File: config.mk
export PLATFORM = sky130hd
export DESIGN_NAME = opd_control
export DESIGN_NICKNAME = d
export VERILOG_FILES = /design/src/design/opd_pkg.sv /design/src/design/opd_control.sv /design/src/design/opd_order_decode.sv
export SDC_FILE = /design/constraint.sdc
export NUM_CORES = 1
export LEC_CHECK = 0
export ABC_AREA = 1
export BUFFER_PORTS_ARGS = -buffer_cell sky130_fd_sc_hd__buf_4
export CORE_ASPECT_RATIO = 0.9
export CORE_MARGIN = 5
export CORE_UTILIZATION = 36
export DETAILED_ROUTE_END_ITERATION = 8
export MAX_ROUTING_LAYER = met4
export SKIP_CTS_REPAIR_TIMING = 1
export SLEW_MARGIN = 0
export SYNTH_ARGS = -nofsm -noshare
export SYNTH_HDL_FRONTEND = slang
export SYNTH_SLANG_ARGS = --single-unit
File: constraint.sdc
create_clock -name mclk_in -period 2 [get_ports mclk_in]
set_clock_uncertainty 0.2 [all_clocks]
set_input_delay 0.6 -clock mclk_in [delete_from_list [all_inputs] [get_ports mclk_in]]
set_output_delay 0.6 -clock mclk_in [all_outputs]
set_load 0.05 [all_outputs]
File: src/design/opd_pkg.sv
package opd_pkg;

  // ---------------------------------------------------------------
  // Word and order layout
  // ---------------------------------------------------------------
  localparam int WORD_W = 40;
  localparam int ORDER_W = 20;
  localparam int INSTR_W = 9;
  localparam int ADDR_W = 10;
  localparam int SHIFT_W = 6;
  // Bit positions inside a 20-bit order, digit k sits at bit 19-k
  localparam int INSTR_MSB = 19;
  localparam int INSTR_LSB = 11;
  localparam int ADDR_MSB = 9;
  localparam int ADDR_LSB = 0;
  // Halves of the order pair word
  localparam int LEFT_MSB = 39;
  localparam int LEFT_LSB = 20;
  localparam int RIGHT_MSB = 19;
  localparam int RIGHT_LSB = 0;
  localparam logic [ADDR_W-1:0] CC_RESET = 10'h000;
  localparam logic [ADDR_W-1:0] CC_STEP = 10'h001;

  // ---------------------------------------------------------------
  // Instruction codes, nine instruction digits
  // ---------------------------------------------------------------
  localparam logic [INSTR_W-1:0] OP_CLR_ADD = 9'h1ea;
  localparam logic [INSTR_W-1:0] OP_CLR_SUB = 9'h1e2;
  localparam logic [INSTR_W-1:0] OP_CLR_ADD_ABS = 9'h1ee;
  localparam logic [INSTR_W-1:0] OP_CLR_SUB_ABS = 9'h1e6;
  localparam logic [INSTR_W-1:0] OP_ACC_ADD = 9'h1e8;
  localparam logic [INSTR_W-1:0] OP_ACC_SUB = 9'h1e0;
  localparam logic [INSTR_W-1:0] OP_ACC_ADD_ABS = 9'h1ec;
  localparam logic [INSTR_W-1:0] OP_ACC_SUB_ABS = 9'h1e4;
  localparam logic [INSTR_W-1:0] OP_MQ_LOAD = 9'h1e1;
  localparam logic [INSTR_W-1:0] OP_MQ_ADD_J = 9'h06b;
  localparam logic [INSTR_W-1:0] OP_MQ_SUB_J = 9'h063;
  localparam logic [INSTR_W-1:0] OP_MQ_ADD_ABS_J = 9'h06f;
  localparam logic [INSTR_W-1:0] OP_MQ_SUB_ABS_J = 9'h067;
  localparam logic [INSTR_W-1:0] OP_JUMP_LEFT = 9'h048;
  localparam logic [INSTR_W-1:0] OP_CLR_JUMP_LEFT = 9'h04a;
  localparam logic [INSTR_W-1:0] OP_JUMP_RIGHT = 9'h140;
  localparam logic [INSTR_W-1:0] OP_SHL = 9'h000;
  localparam logic [INSTR_W-1:0] OP_SHL_HALF = 9'h012;
  localparam logic [INSTR_W-1:0] OP_SHL_CLR = 9'h002;
  localparam logic [INSTR_W-1:0] OP_SHR = 9'h020;
  localparam logic [INSTR_W-1:0] OP_SHR_HALF = 9'h032;
  localparam logic [INSTR_W-1:0] OP_SHR_CLR = 9'h022;

  // ---------------------------------------------------------------
  // Types
  // ---------------------------------------------------------------
  typedef enum logic [2:0] {
    CLS_MEM = 3'h0,
    CLS_SHIFT = 3'h1,
    CLS_JUMP_L = 3'h2,
    CLS_JUMP_R = 3'h3,
    CLS_NONE = 3'h4
  } opd_class_t;

  typedef enum logic [2:0] {
    ST_FETCH = 3'b000,
    ST_FWAIT = 3'b001,
    ST_DECODE = 3'b011,
    ST_OPREQ = 3'b010,
    ST_OPWAIT = 3'b110,
    ST_EXEC = 3'b111,
    ST_XWAIT = 3'b101,
    ST_NEXT = 3'b100
  } opd_state_t;

  typedef struct packed {
    opd_class_t cls;
    logic jump_after;
    logic clr_acc;
    logic clr_mq;
    logic negate;
    logic absval;
    logic to_mq;
    logic from_mq;
    logic shift_right;
    logic half_ins;
  } opd_dec_t;

  typedef struct packed {
    logic start;
    logic [INSTR_W-1:0] instr;
    opd_dec_t dec;
    logic [ADDR_W-1:0] addr;
    logic [SHIFT_W-1:0] shift_n;
    logic [WORD_W-1:0] operand;
  } opd_exec_t;

  typedef struct packed {
    logic rd;
    logic [ADDR_W-1:0] addr;
  } opd_mem_req_t;

endpackage

File: src/design/opd_control.sv
// Summary of operation
// RULE1: Fetch the pair only while memory is not regenerating; stall otherwise.
// RULE2: Advance the control counter by one after each pair fetch.
// RULE3: Execute the left order, digits 0 to 19, first.
// RULE4: Instruction digits feed decode register; address goes to memory, counter or shifter.
// RULE5: Memory-operand orders read the operand into the number register before execution.
// RULE6: A control transfer loads the counter only after the order finishes.
// RULE7: Shift orders send the address field to the shift count, not memory.
// RULE8: Non-transfer left order is followed by right order, address moved to 10-19.
// RULE9: After both orders, fetch the next pair from the control counter.
// RULE10: Each order is a five-digit code: instruction plus three-digit address.
// RULE11: Two-digit codes: program places instruction digits before the address.
// RULE12: Three-digit codes: program adds address arithmetically to the instruction.
// RULE13: Clearing load orders clear accumulator then add, subtract or absolute.
// RULE14: Accumulating variants do the same without clearing the accumulator.
// RULE15: The operand-register load clears that register then adds the operand.
// RULE16: Register-to-accumulator loads then jump; a left one runs right order first.
// RULE17: The unused digit 9 or 29 of an order is ignored.
// RULE18: Busy holds from fetch start until the right order completes; the code drops it when a left transfer order finishes.
`timescale 1ns/1ps
`default_nettype none
module opd_control
  import opd_pkg::*;
(
  input wire logic mclk_in,
  input wire logic nrst_in,
  input wire logic mem_regen_in,
  input wire logic mem_ack_in,
  input wire logic [WORD_W-1:0] mem_rdata_in,
  input wire logic arith_done_in,
  output opd_mem_req_t mem_req_out,
  output opd_exec_t exec_out,
  output logic [INSTR_W-1:0] instruction_decode_register_out,
  output logic [ADDR_W-1:0] cc_out,
  output logic busy_out
);

  // ---------------------------------------------------------------
  // State
  // ---------------------------------------------------------------
  opd_state_t state, next_state;
  logic [WORD_W-1:0] order_pair_register, next_order_pair_register;
  logic [ADDR_W-1:0] cc, next_cc;
  logic right_half, next_right_half;
  logic start_right, next_start_right;
  logic pend_jump, next_pend_jump;
  logic [ADDR_W-1:0] pend_addr, next_pend_addr;
  logic [INSTR_W-1:0] idr, next_idr;
  opd_dec_t dec_q, next_dec_q;
  opd_mem_req_t mem_req, next_mem_req;
  opd_exec_t exec_q, next_exec_q;
  logic busy, next_busy;
  logic [ORDER_W-1:0] cur_order;
  opd_dec_t dec_now;

  // Step the counter by one, wrapping within the address range
  function automatic logic [ADDR_W-1:0] cc_inc(input logic [ADDR_W-1:0] v);
    cc_inc = v + CC_STEP;
  endfunction

  // ---------------------------------------------------------------
  // Order selection and decode
  // ---------------------------------------------------------------
  // Right order is decoded from its own half; address always from 10-19
  assign cur_order = right_half ? order_pair_register[RIGHT_MSB:RIGHT_LSB]
                                : order_pair_register[LEFT_MSB:LEFT_LSB]; // RULE3

  // Digit 9 is never looked at: only instruction digits reach the decoder
  opd_order_decode u_dec (
    .instr_in(cur_order[INSTR_MSB:INSTR_LSB]), // RULE17
    .dec_out(dec_now)
  );

  // ---------------------------------------------------------------
  // Sequencer next values
  // ---------------------------------------------------------------
  always_comb begin
    next_state = state;
    next_order_pair_register = order_pair_register;
    next_cc = cc;
    next_right_half = right_half;
    next_start_right = start_right;
    next_pend_jump = pend_jump;
    next_pend_addr = pend_addr;
    next_idr = idr;
    next_dec_q = dec_q;
    next_mem_req = mem_req;
    next_exec_q = exec_q;
    next_exec_q.start = 1'b0;
    next_busy = busy;
    case (state)
      ST_FETCH: begin
        // Wait out regeneration before asking for the pair
        if (!mem_regen_in) begin
          next_mem_req.rd = 1'b1; // RULE1
          next_mem_req.addr = cc; // RULE9
          next_busy = 1'b1; // RULE18
          next_state = ST_FWAIT;
        end
      end
      ST_FWAIT: begin
        if (mem_ack_in) begin
          next_mem_req.rd = 1'b0;
          next_order_pair_register = mem_rdata_in;
          // Entering at the right order needs its address in 10-19 at once
          if (start_right) begin
            next_order_pair_register[LEFT_LSB+ADDR_MSB:LEFT_LSB+ADDR_LSB] =
              mem_rdata_in[RIGHT_LSB+ADDR_MSB:RIGHT_LSB+ADDR_LSB]; // RULE8
          end
          next_cc = cc_inc(cc); // RULE2
          next_right_half = start_right;
          next_start_right = 1'b0;
          next_state = ST_DECODE;
        end
      end
      ST_DECODE: begin
        // Instruction digits into the decode register, address routed
        next_idr = cur_order[INSTR_MSB:INSTR_LSB]; // RULE4
        next_dec_q = dec_now;
        next_exec_q.instr = cur_order[INSTR_MSB:INSTR_LSB];
        next_exec_q.dec = dec_now;
        next_exec_q.addr = order_pair_register[LEFT_LSB+ADDR_MSB:LEFT_LSB+ADDR_LSB]; // RULE10
        next_exec_q.shift_n = '0;
        if (dec_now.cls == CLS_SHIFT) begin
          next_exec_q.shift_n = order_pair_register[LEFT_LSB+SHIFT_W-1:LEFT_LSB]; // RULE7
          next_state = ST_EXEC;
        end else if (dec_now.cls == CLS_MEM) begin
          next_state = ST_OPREQ; // RULE4
        end else begin
          next_state = ST_EXEC;
        end
      end
      ST_OPREQ: begin
        if (!mem_regen_in) begin
          next_mem_req.rd = 1'b1; // RULE1
          next_mem_req.addr = exec_q.addr; // RULE4
          next_state = ST_OPWAIT;
        end
      end
      ST_OPWAIT: begin
        if (mem_ack_in) begin
          next_mem_req.rd = 1'b0;
          next_exec_q.operand = mem_rdata_in; // RULE5
          next_state = ST_EXEC;
        end
      end
      ST_EXEC: begin
        next_exec_q.start = 1'b1;
        next_state = ST_XWAIT;
      end
      ST_XWAIT: begin
        if (arith_done_in) begin
          next_state = ST_NEXT;
        end
      end
      ST_NEXT: begin
        // Transfers take effect here, after the order has finished
        if (dec_q.cls == CLS_JUMP_L || dec_q.cls == CLS_JUMP_R) begin
          next_cc = exec_q.addr; // RULE6
          next_start_right = (dec_q.cls == CLS_JUMP_R);
          next_pend_jump = 1'b0;
          next_busy = 1'b0;
          next_state = ST_FETCH;
        end else if (!right_half) begin
          // Move right address into 10-19 and decode the right order
          next_order_pair_register[LEFT_LSB+ADDR_MSB:LEFT_LSB+ADDR_LSB] =
            order_pair_register[RIGHT_LSB+ADDR_MSB:RIGHT_LSB+ADDR_LSB]; // RULE8
          next_right_half = 1'b1;
          if (dec_q.jump_after) begin
            next_pend_jump = 1'b1; // RULE16
            next_pend_addr = exec_q.addr;
          end
          next_state = ST_DECODE;
        end else begin
          if (dec_q.jump_after) begin
            next_cc = exec_q.addr; // RULE16
          end else if (pend_jump) begin
            next_cc = pend_addr; // RULE6
          end
          next_pend_jump = 1'b0;
          next_busy = 1'b0; // RULE18
          next_state = ST_FETCH; // RULE9
        end
      end
      default: begin
        next_state = ST_FETCH;
      end
    endcase
  end

  // ---------------------------------------------------------------
  // Sequencer registers
  // ---------------------------------------------------------------
  always_ff @(posedge mclk_in) begin
    if (!nrst_in) begin
      state <= ST_FETCH;
      order_pair_register <= '0;
      cc <= CC_RESET;
      right_half <= 1'b0;
      start_right <= 1'b0;
      pend_jump <= 1'b0;
      pend_addr <= '0;
      idr <= '0;
      dec_q <= '0;
      mem_req <= '0;
      exec_q <= '0;
      busy <= 1'b0;
    end else begin
      state <= next_state;
      order_pair_register <= next_order_pair_register;
      cc <= next_cc;
      right_half <= next_right_half;
      start_right <= next_start_right;
      pend_jump <= next_pend_jump;
      pend_addr <= next_pend_addr;
      idr <= next_idr;
      dec_q <= next_dec_q;
      mem_req <= next_mem_req;
      exec_q <= next_exec_q;
      busy <= next_busy;
    end
  end

  // ---------------------------------------------------------------
  // Outputs, all from flip-flops
  // ---------------------------------------------------------------
  assign mem_req_out = mem_req;
  assign exec_out = exec_q;
  assign instruction_decode_register_out = idr;
  assign cc_out = cc;
  assign busy_out = busy;

endmodule
`default_nettype wire

File: src/design/opd_order_decode.sv
`timescale 1ns/1ps
`default_nettype none
module opd_order_decode
  import opd_pkg::*;
(
  input wire logic [INSTR_W-1:0] instr_in,
  output opd_dec_t dec_out
);

  // ---------------------------------------------------------------
  // Instruction digit decode into gate and clear controls
  // ---------------------------------------------------------------
  always_comb begin
    dec_out = '0;
    dec_out.cls = CLS_MEM;
    case (instr_in)
      OP_CLR_ADD, OP_CLR_SUB, OP_CLR_ADD_ABS, OP_CLR_SUB_ABS: begin
        dec_out.clr_acc = 1'b1; // RULE13
        dec_out.negate = (instr_in == OP_CLR_SUB) || (instr_in == OP_CLR_SUB_ABS);
        dec_out.absval = (instr_in == OP_CLR_ADD_ABS) || (instr_in == OP_CLR_SUB_ABS);
      end
      OP_ACC_ADD, OP_ACC_SUB, OP_ACC_ADD_ABS, OP_ACC_SUB_ABS: begin
        dec_out.negate = (instr_in == OP_ACC_SUB) || (instr_in == OP_ACC_SUB_ABS); // RULE14
        dec_out.absval = (instr_in == OP_ACC_ADD_ABS) || (instr_in == OP_ACC_SUB_ABS);
      end
      OP_MQ_LOAD: begin
        dec_out.clr_mq = 1'b1; // RULE15
        dec_out.to_mq = 1'b1;
      end
      OP_MQ_ADD_J, OP_MQ_SUB_J, OP_MQ_ADD_ABS_J, OP_MQ_SUB_ABS_J: begin
        dec_out.cls = CLS_NONE; // RULE16
        dec_out.jump_after = 1'b1;
        dec_out.clr_acc = 1'b1;
        dec_out.from_mq = 1'b1;
        dec_out.negate = (instr_in == OP_MQ_SUB_J) || (instr_in == OP_MQ_SUB_ABS_J);
        dec_out.absval = (instr_in == OP_MQ_ADD_ABS_J) || (instr_in == OP_MQ_SUB_ABS_J);
      end
      OP_JUMP_LEFT, OP_CLR_JUMP_LEFT: begin
        dec_out.cls = CLS_JUMP_L;
        dec_out.clr_acc = (instr_in == OP_CLR_JUMP_LEFT);
      end
      OP_JUMP_RIGHT: begin
        dec_out.cls = CLS_JUMP_R;
      end
      OP_SHL, OP_SHL_HALF, OP_SHL_CLR, OP_SHR, OP_SHR_HALF, OP_SHR_CLR: begin
        dec_out.cls = CLS_SHIFT; // RULE7
        dec_out.shift_right = (instr_in == OP_SHR) || (instr_in == OP_SHR_HALF) ||
                              (instr_in == OP_SHR_CLR);
        dec_out.half_ins = (instr_in == OP_SHL_HALF) || (instr_in == OP_SHR_HALF);
        dec_out.clr_acc = dec_out.half_ins || (instr_in == OP_SHL_CLR) ||
                          (instr_in == OP_SHR_CLR);
      end
      default: begin
        dec_out.cls = CLS_MEM;
      end
    endcase
  end

endmodule
`default_nettype wire

---- Yosys cells after proc, flatten, opt, wreduce, memory -nomap -nowiden ----
Cells that the tools add are included.
word-level totals
  register bits after elaboration ......... 154
  input bits .............................. 45
  output and inout port bits .............. 109
  word-level logic and storage cells ...... 155
operators by class
  $add $sub $neg .......................... 1
  equality and inequality tests ........... 42
  muxes and demuxes ....................... 47
  bitwise gates (word level) .............. 2
  reduce and logical (&&, ||, !) cells .... 39
operators with widths
  operator                                             number
  equality test 9 bit, second input constant           10
  2-to-1 mux 10 bit                                    8
  one-hot mux 10 bit (2 select lines)                  3
  equality test 9 x 7 -> 1 bit, second input constant  6
  2-to-1 mux 30 bit                                    1
  equality test 9 x 6 -> 1 bit, second input constant  3
  one-hot mux 3 bit (8 select lines)                   1
  2-to-1 mux 11 bit                                    2
  2-to-1 mux 3 bit                                     7
  2-to-1 mux 20 bit                                    1
  inequality test 2 bit, second input constant         8
  AND reduction 4 bit                                  4
  2-to-1 mux 1 bit                                     13
  equality test 3 x 2 -> 1 bit, second input constant  4
  equality test 3 bit, second input constant           4
  logical OR 1 bit                                     12
  one-hot mux 3 bit (4 select lines)                   1
  AND reduction 3 bit                                  4
  OR reduction 4 bit                                   3
  adder 10 x 1 -> 10 bit, second input constant        1
  equality test 9 x 2 -> 1 bit, second input constant  1
  equality test 9 x 5 -> 1 bit, second input constant  1
  logical NOT 9 bit                                    1
  OR reduction 8 bit                                   1
  17 further kinds                                     31

---- Depth between registers and ports, before layout ----
Gate-level depths: netlist of the first run.
  depth after elaboration ................. 8
  gate-level depth with buffers ........... 14
  depth with buffers taken out ............ 12

---- By module ----
Synthesis of the first run repeated with hierarchy kept, for this count alone.
second synthesis, totals
  cells, all modules ...................... 987
  area total of the unflattened synthesis .. 7011.7 um^2
modules (own cells, without submodules)
  module            instances  cells each  area an instance (um^2)  seq. area each (um^2)
  opd_control       1          920         6683.9                   3083.0
  opd_order_decode  1          67          327.8                    0.0

---- Worst setup path after synthesis of the first run ----
OpenSTA, ideal clock, no wires.
  kind .................................... flip-flop to flip-flop
  from .................................... reg cc[0], in the netlist cc_out[0]
  to ...................................... reg cc[8], in the netlist cc_out[8]
  setup time .............................. 74 ps
  arrival ................................. 1729 ps
  required time ........................... 1726 ps
  setup slack ............................. -3 ps
  cell stages (with the launch flop) ...... 8
  buffers on the path ..................... 0
  clock period less this slack ............ 2003 ps
  cells stage by stage .................... dfxtp_1 ha_1 nand2_1 nor3_1 nand3_1 a21oi_1 o21ai_0 a31oi_1
on the way
  longest elaborated chain between the ends .. 3
RTL lines
  item                                 RTL line            RTL
  start, declared                      opd_control.sv:43   logic [ADDR_W-1:0] cc, next_cc;
  start signal, assigned               opd_control.sv:211  cc <= next_cc;
  adder 10 x 1 -> 10 bit               opd_control.sv:58   cc_inc = v + CC_STEP;
  2-to-1 mux 10 bit                    opd_control.sv:102  if (mem_ack_in) begin
  one-hot mux 10 bit (2 select lines)  opd_control.sv:91   case (state)
Every way passes these cells. The select of a mux whose other input is x is not followed.
A chain may end at the register's enable or synchronous reset.

---- Worst setup path in the final report of the first run ----
  from .................................... reg exec_q, in the netlist exec_out[53]
  to ...................................... out exec_out[53] (netlist bit)
RTL lines
  item                    RTL line            RTL
  start, declared         opd_control.sv:51   opd_exec_t exec_q, next_exec_q;
  start signal, assigned  opd_control.sv:219  exec_q <= next_exec_q;
  end, declared           opd_control.sv:32   output opd_exec_t exec_out,
No word-level cell between the ends.

==> metrics list, run 1 <==
- Global Route Usage Sum: 18.8%
- Met1 demand-to-capacity share in global routing: 26.4%
- Count of clock tree sinks: 151
- Dominant combinational cell family by area after synthesis: simple AND/OR/NAND/NOR gates
- Total vias in the final route: 6,417
* Post-DP HPWL: 14,600 um
- Post-placement cell count: 1,276
- TritonCTS created 17 clock buffers.
- Adder-cell share of the synthesized area: 0.187%
* Clock tree buffer depth: 2
* Top-Level Pins: 154
- Peak per-stage delay on the critical path: 0.47 ns
- Gr ovfl total: 0
* Pre-CTS worst setup slack: 0.0812 ns
* Synthesized flop and latch total: 151
* Final Wtd Congestion: 0.919
* Area growth, synth to finish: 31.4%
* Final setup viols: 0
- Cell Area, Synth: 6690 um^2
- Power density over the cells: 1320 nW/um^2
- The die is 154 um wide.
- In this run the clock root is driven by a clkbuf_16.
- The worst setup path is captured at a primary output.
- Critical setup path kind: flop to primary output
- The total area inside the core boundary comes to 18,300 um^2.
* Cell row count: 47
* Total routed wirelength: 20,000 um
- Share of cell area taken by muxes after synthesis: 1.50%
- Worst VDD drop: 0.000767 V
* Peak clock frequency supported by timing: 0.511 GHz
- Max-cap violations: 0
- After synthesis, the share of flip-flops with an asynchronous set or reset is 0%.
- For the worst setup path, the data arrival time is 1.16 ns.
- Initial drt markers: 452
* H-tree depth reported by CTS: 4
* Busiest layer in global routing: met2
- Clock transition time at the flip-flop clock pins of the worst setup and hold paths: 0.06 ns
- For the worst setup path, the data required time is 1.20 ns.
* Die Footprint: 21,400 um^2
* Max-slew violations: 0
* Global-route wire length before repair: 32,200 um
* Clock latency on the worst-skew pair: 0.42 ns
* Minimum clock period after layout: 1.96 ns
- The worst setup path is launched from a flop.
- Buffers & Inverters on Critical Path: 1
* Fraction of the mapped netlist area in compound gates: 20.8%
- After detailed routing, the average wire length per cell comes to 15.3 um.
* Top_reg_cell synth: dfxtp_1
- Instance area at placement: 8200 um^2
- Using the TritonRoute via totals, the vias-per-cell ratio works out to 4.90.
- The analysis attributes to cell leakage a power of 0.00361 uW.
- The average instance in the mapped netlist occupies 7.40 um^2.
- The tightest hold path in the finished design has a slack of 0.238 ns.
- Chip Height: 139 um
* Antenna diode count: 0
- Once layout is complete, the cells apart from fillers number 1,309.
- The signal on the critical path passes through buf_4.
- Total power for the finished layout comes to 11,600 uW.
- Summing the sequential cell areas from Yosys gives 45.2% of the chip area.
- Synth warn: 0
- Number of design rule violations left after detail routing: 0
- Cell count after synthesis: 905
- Basic-gate share of the synthesized area counting and, or, nand and nor cells: 22.7%
- Pin slew with the least headroom to its limit: 0.497 ns
- TritonCTS clock tree: built
- Count of cell types in the netlist: 38
- Crit-path slowest cell: dfxtp_1
- The number of antenna violations at the first check in global routing was 0.
- Via count of the first global-routing pass: 6,073
* Worst min path class: input port to flop
* Share of final-layout standard cells stronger than drive strength 1: 26.5%
- Met3 usage: 4.56%
- In the finished design, the share of the clock period the worst path needs comes to 97.8%.
- Max_slew headroom: 66.8%
* Net count after synthesis: 951
* Final cell area excluding filler cells: 8800 um^2
- The run finished with clean final reports.
- The cell family contributing the most delay on the critical path is flip-flops.
- GR Layer Usage met2: 27.7%
- Post-layout nets: 1,097
* Xor/xnor share of the synthesized area: 0.131%
* Count of input and output buffers: 153
* Final critical-path setup slack: 0.0446 ns
- The initial utilization of the core area, before any placement, comes to 36.5%.
- The final-report hold violation count is 0.
- The count of nets left with antenna violations once routing finished came out at 0.
* Number of search-and-repair iterations in the first detailed-routing pass: 5
- Top fanout value on the critical path: 5
- Number of enable-type register cells in the synthesized netlist: 0
- Entering global routing, the biggest net connects 50 pins.
==> sequential cells by signal, indices dropped and copies added (netlist names) <==
register             count
pend_addr               10
pend_jump                1
cc_out                  10
exec_out                75
start_right              1
right_half               1
state                    3
busy_out                 1
mem_req_out             11
order_pair_register     38
==> report_power, final <==
| group | switching, uW | internal, uW | leakage, uW |
|---|---|---|---|
| Combinational | 3190 | 1530 | 0.00211 |
| Clock | 1360 | 1690 | 0.000277 |
| Sequential | 358 | 3520 | 0.00123 |
==> metal layers <==
layer  up-vias  routed length, um
met5         -                  0
met2       171               8850
met3        20               1040
met1      2928               9860
li1       3298                  -
met4         0                221
==> placed cells by master (no fill, tap or decap), types with 2 or more instances in the layout <==
master	n
inv_6	3
nor2_2	4
buf_4	189
clkinv_4	4
o21ai_2	2
mux2i_1	10
nand4_1	4
a31oi_1	8
buf_12	7
nor2_4	10
a21oi_2	7
nand2_4	4
inv_2	7
o22ai_1	22
inv_1	60
clkbuf_8	2
dfxtp_1	150
inv_8	4
nand2_2	14
a21oi_1	114
nand3_1	63
o21ai_0	87
nor3_1	7
clkbuf_16	17
nor3_2	3
nand2_1	137
nor2_1	94
a211oi_1	2
o21ai_1	17
==> kinds of logic (layout without fill, tap and decap cells) <==
family                     Yosys count  after routing
muxes                               10             10
AOI/OAI and AO/OA                  262            262
and+or+nand+nor                    341            341
buffers and inverters              139            298
DFF                                151            151
adders and majority gates            1              1
xor gates and xnor gates             1              1
==> final timing paths <==
check / to / cells past startpoint / startpoint / slack (ns)
min: order_pair_register[36] / 3 / mem_rdata_in[36] / 0.24
max: exec_out[53] / 1 / exec_out[53] / 0.04
min reg2reg: order_pair_register[0] / 2 / order_pair_register[0] / 0.25
max reg2reg: exec_out[43] / 12 / right_half / 0.16
==> cell usage after synthesis (8+ instances only) <==
cell type,n,share of area (%)
buf_4,13,1.5
inv_1,60,3.4
nand2_2,10,0.93
nor2_1,95,5.3
nand2_1,141,7.9
o21ai_1,17,1.3
o21ai_0,87,6.5
clkbuf_1,34,1.9
mux2i_1,10,1.5
o22ai_1,22,2.1
a21oi_1,114,8.5
nand3_1,63,4.7
dfxtp_1,151,45
buf_2,16,1.2
nor3_1,8,0.60
a31oi_1,8,0.75
==> per-stage QoR <==
stage / TNS, ns / util, %
5_1_grt: -0.00254 / 47.9
2_1_floorplan: 0 / -
4_1_cts: 0 / 47.8
6_report: 0 / 47.9
3_5_place_dp: 0 / 44.7
3_3_place_gp: 0 / 44.7
==> cell type report <==
type	count	area (um^2)
fill	1812	9550
multi-input combinational	615	3070
sequential	151	3020
timing repair buffer	196	1560
clock buffer	20	457
tap	245	307
inverter	70	273
clock inverter	12	108
(Power assumes the default switching activity.)
==> run 2, diff against run 1 <==
Settings changed: ABC_AREA 1 to not set, ABC_CLOCK_PERIOD_IN_PS set to 2550.
Clock period 2 ns to 2.55 ns, I/O delays scaled along.
==> run 2 against run 1 <==
First-iteration DRC count down 15%. Largest power group is now sequential cells. Combinational power is 46% lower. Critical endpoint is now state[0]. Global-route usage decreased by 0.36 points. Critical path depth up 5.
==> metrics list, run 2 <==
* Gr ovfl total: 0 (unchanged)
- Maximum number of pins on one net before global-route repair: 47 (was 50)
- The total routed wirelength came to 19,400 um (was 20,000 um).
- Static timing analysis puts the maximum clock frequency at 0.452 GHz.
- The cell accounting for the most synthesized area was dfxtp_1 (unchanged).
- Area occupied by registers: 3020 um^2 (about the same)
* Drt wl/cell: 16.1 um (was 15.3 um)
- Max-slew violations: 0 (unchanged)
* Chip Height: 141 um (was 139 um)
- Top fanout value on the critical path: 7 (was 5)
* Share of final-layout standard cells stronger than drive strength 1: 24.3% (was 26.5%)
- Share of the yosys chip area belonging to registers: 44.1% (was 45.2%)
- The highest ir drop seen on vdd was 0.000453 V (was 0.000767 V).
- Largest cells by area after synthesis: dfxtp_1 44%, nand2_1 12%, a21boi_0 11% (was dfxtp_1 45%, a21oi_1 8.5%, nand2_1 7.9%).
* Net count after synthesis: 861 (was 951)
- The buffer cell driving the clock tree root was clkbuf_16 (unchanged).
- Flip-flop count of the largest register after layout: 75 (unchanged)
* Multi-input logic area: 3480 um^2 (was 3070 um^2)
- The first-pass GRT wire length came to 31,900 um (was 32,200 um).
- Final Power: 7990 uW (was 11,600 uW)
* Setup repair after global routing missed its margin: false
* Proportion of netlist area held by the largest area contributor: 44.1% (was 45.2%)
- Leading cell types by count after synthesis: 222 x nand2_1, 151 x dfxtp_1, 102 x a21boi_0 (was 151 x dfxtp_1, 141 x nand2_1, 114 x a21oi_1)
- Max_slew headroom: 54.7% (was 66.8%)
- The data required time at the worst endpoint is 2.69 ns (was 1.20 ns).
* Count of input and output buffers: 153 (unchanged)
* Floorplan die width: 155 um (was 154 um)
- Top-Level Pins: 154 (unchanged)
- The unique cell type count in the Yosys netlist came to 54 (was 38).
* Worst setup EP type: flop (was primary output)
- The routability congestion estimate is 0.915 (was 0.919).
* Via density: 5.06 (was 4.90)
- Area growth, synth to finish: 29.9% (was 31.4%)
- Die Footprint: 21,900 um^2 (was 21,400 um^2)
* Number of search-and-repair iterations in the first detailed-routing pass: 4 (was 5)
* Crit-path slowest cell: nor4bb_1 (was dfxtp_1)
* Hold violation count in the final report: 0 (unchanged)
* Share of synthesized flip-flops with an asynchronous set or reset: 0% (unchanged)
* Mean Syn Cell Area: 8.41 um^2 (was 7.40 um^2)
* Filler Cell Count: 1,897 (was 1,812)
* Final setup viols: 0 (unchanged)
- Cell row count: 47 (unchanged)
- The transition time at the pin with the least slew margin was 0.679 ns (was 0.497 ns).
* Final core utilization: 47.9% (about the same)
* Number of buffers added by the clock tree synthesis step: 17 (unchanged)
- The most instantiated flip-flop cell in the synthesis netlist is dfxtp_1 (unchanged).
- The setup total negative slack came to 0 ns (unchanged).
- Share of the clock period used by the worst path: 86.8%
- TritonCTS clock tree: built (unchanged)
- The buffer levels on the longest clock path was 2 (unchanged).
- Global Route Usage Sum: 18.5% (was 18.8%)
* Startpoint kind of the worst setup timing path: flop (unchanged)
- Number of design rule violations left after detail routing: 0 (unchanged)
- The number of vias after detailed routing was 6,094 (was 6,417).
* Peak per-stage delay on the critical path: 0.50 ns (was 0.47 ns)
* Antenna-violating nets left: 0 (unchanged)
- The max-cap check violation count was 0 (unchanged).
* Cell breakdown of the critical path: buf_4 -> nor3b_1 -> o22ai_1 -> nor4bb_1 -> nor4_2 -> a311oi_2 (was buf_4)
- Post-DP HPWL: 14,000 um (was 14,600 um)
* Most frequent cell after synthesis: nand2_1 (was dfxtp_1)
- Outcome: finished clean (unchanged).
- The post-synthesis register bit count came to 151 (unchanged).
* Commonest cells after routing, fill and taps aside: 222 x nand2_1, 184 x buf_4, 151 x dfxtp_1, 102 x a21boi_0, 31 x mux2i_1 (was 189 x buf_4, 150 x dfxtp_1, 137 x nand2_1, 114 x a21oi_1, 94 x nor2_1)
- Synth warn: 0 (unchanged)
- Most common cell after layout, fill and taps aside: nand2_1 (was buf_4)
- Critical setup path kind: flop to flop (was flop to primary output)
* H-tree depth reported by CTS: 4 (unchanged)
- Initial drt markers: 384 (was 452)
- The number of instances in the synthesized netlist came to 815 (was 905).
* Standby leakage power: 0.00353 uW (was 0.00361 uW)
- Count of clock tree sinks: 151 (unchanged)
- Cell Area, Synth: 6850 um^2 (was 6690 um^2)
* Clock transition time at the flip-flop clock pins of the worst setup and hold paths: 0.06 ns (about the same)
* Initial standard-cell utilization of the core: 36.9% (was 36.5%)
- Worst min path class: flop to flop (was input port to flop)
- The clock insertion delay at the later pin of the skew report is 0.42 ns (about the same).
- Placeable Area: 18,600 um^2 (was 18,300 um^2)
* Antenna diode count: 0 (unchanged)
* Power density over the cells: 897 nW/um^2 (was 1320 nW/um^2)
- Number of enable-type register cells in the synthesized netlist: 0 (unchanged)
- The number of global-route vias before repair was 6,104 (was 6,073).
- Arrival time of data at the critical path endpoint: 2.35 ns (was 1.16 ns)
- Post-layout nets: 993 (was 1,097)
- Number of antenna violations at the first check in global routing: 0 (unchanged)
- Minimum clock period after layout: 2.21 ns
-- run 2: changes by cell type after synthesis, moves of 16 or more --
cell | before | now
o21ai_1 | 17 | 0
nor2b_1 | 0 | 18
o21ai_0 | 87 | 19
a21oi_1 | 114 | 22
nand3_1 | 63 | 22
nand2_1 | 141 | 222
o22ai_1 | 22 | 4
a21boi_0 | 0 | 102
nor2_1 | 95 | 25
o211a_1 | 0 | 16
mux2i_1 | 10 | 31
inv_1 | 60 | 6
-- run 2: report_power, final --
part           internal (uW)  switching (uW)  leakage [uW]
sequential              2640             252       0.00122
combinational            911            1620       0.00202
clock                   1590             973      0.000295
total                   5140            2850       0.00353
-- run 2: metrics by stage --
| stage | std cells | hold WS, ns | worst slack, ns | area [um^2] |
|---|---|---|---|---|
| after floorplan | 815 | 0.241 | 0.374 | 6850 |
| after global placement | 1173 | 0.250 | 0.269 | 8300 |
| after detailed placement | 1173 | 0.256 | 0.205 | 8300 |
| after CTS | 1205 | 0.265 | 0.343 | 8900 |
| after global routing | 1205 | 0.280 | 0.123 | 8900 |
| final | 1205 | 0.261 | 0.336 | 8900 |
-- run 2: worst paths after layout --
kind,cells past startpoint,to,slack (ns),from
worst min-delay path,2,exec_out[34],0.26,exec_out[34]
worst max register to register,6,state[0],0.34,right_half
worst min register to register,2,exec_out[34],0.26,exec_out[34]
worst max-delay path,6,state[0],0.34,right_half
-- run 2: per-layer routing --
metal	share of wire, %	GRT usage, %	up-vias
met5	0	-	-
met4	1.2	4.88	0
met3	5.5	4.60	16
met2	47	29.2	141
met1	46	23.7	2855
li1	-	-	3082
-- run 2: final cells by class --
cell class	count	share of cell area (%)
clock buffers	25	5.79
clock inverters	7	1.01
inverters	6	0.253
multi-input cells	583	39.1
flip-flops and latches	151	34.0
well taps	245	3.44
repair buffers	188	16.4
-- run 2: kinds of logic (layout without fill, tap and decap cells) --
family / count (synthesis) / after routing / synth area share, %
multiplexers: 32 / 32 / 4.69
adder cells (fa/ha/maj): 1 / 1 / 0.183
AND/OR/NAND/NOR: 339 / 339 / 22.0
buffers and inverters: 81 / 226 / 5.39
flip-flops: 151 / 151 / 44.1
AO/OA/AOI/OAI: 211 / 211 / 23.6
-- run 2: critical path: cells and delay by family (launching register included) --
| family | cells | cell delay (ns) |
|---|---|---|
| compound gates | 2 | 0.41 |
| buf+inv | 1 | 0.22 |
| flops | 1 | 0.48 |
| simple gates | 3 | 0.83 |
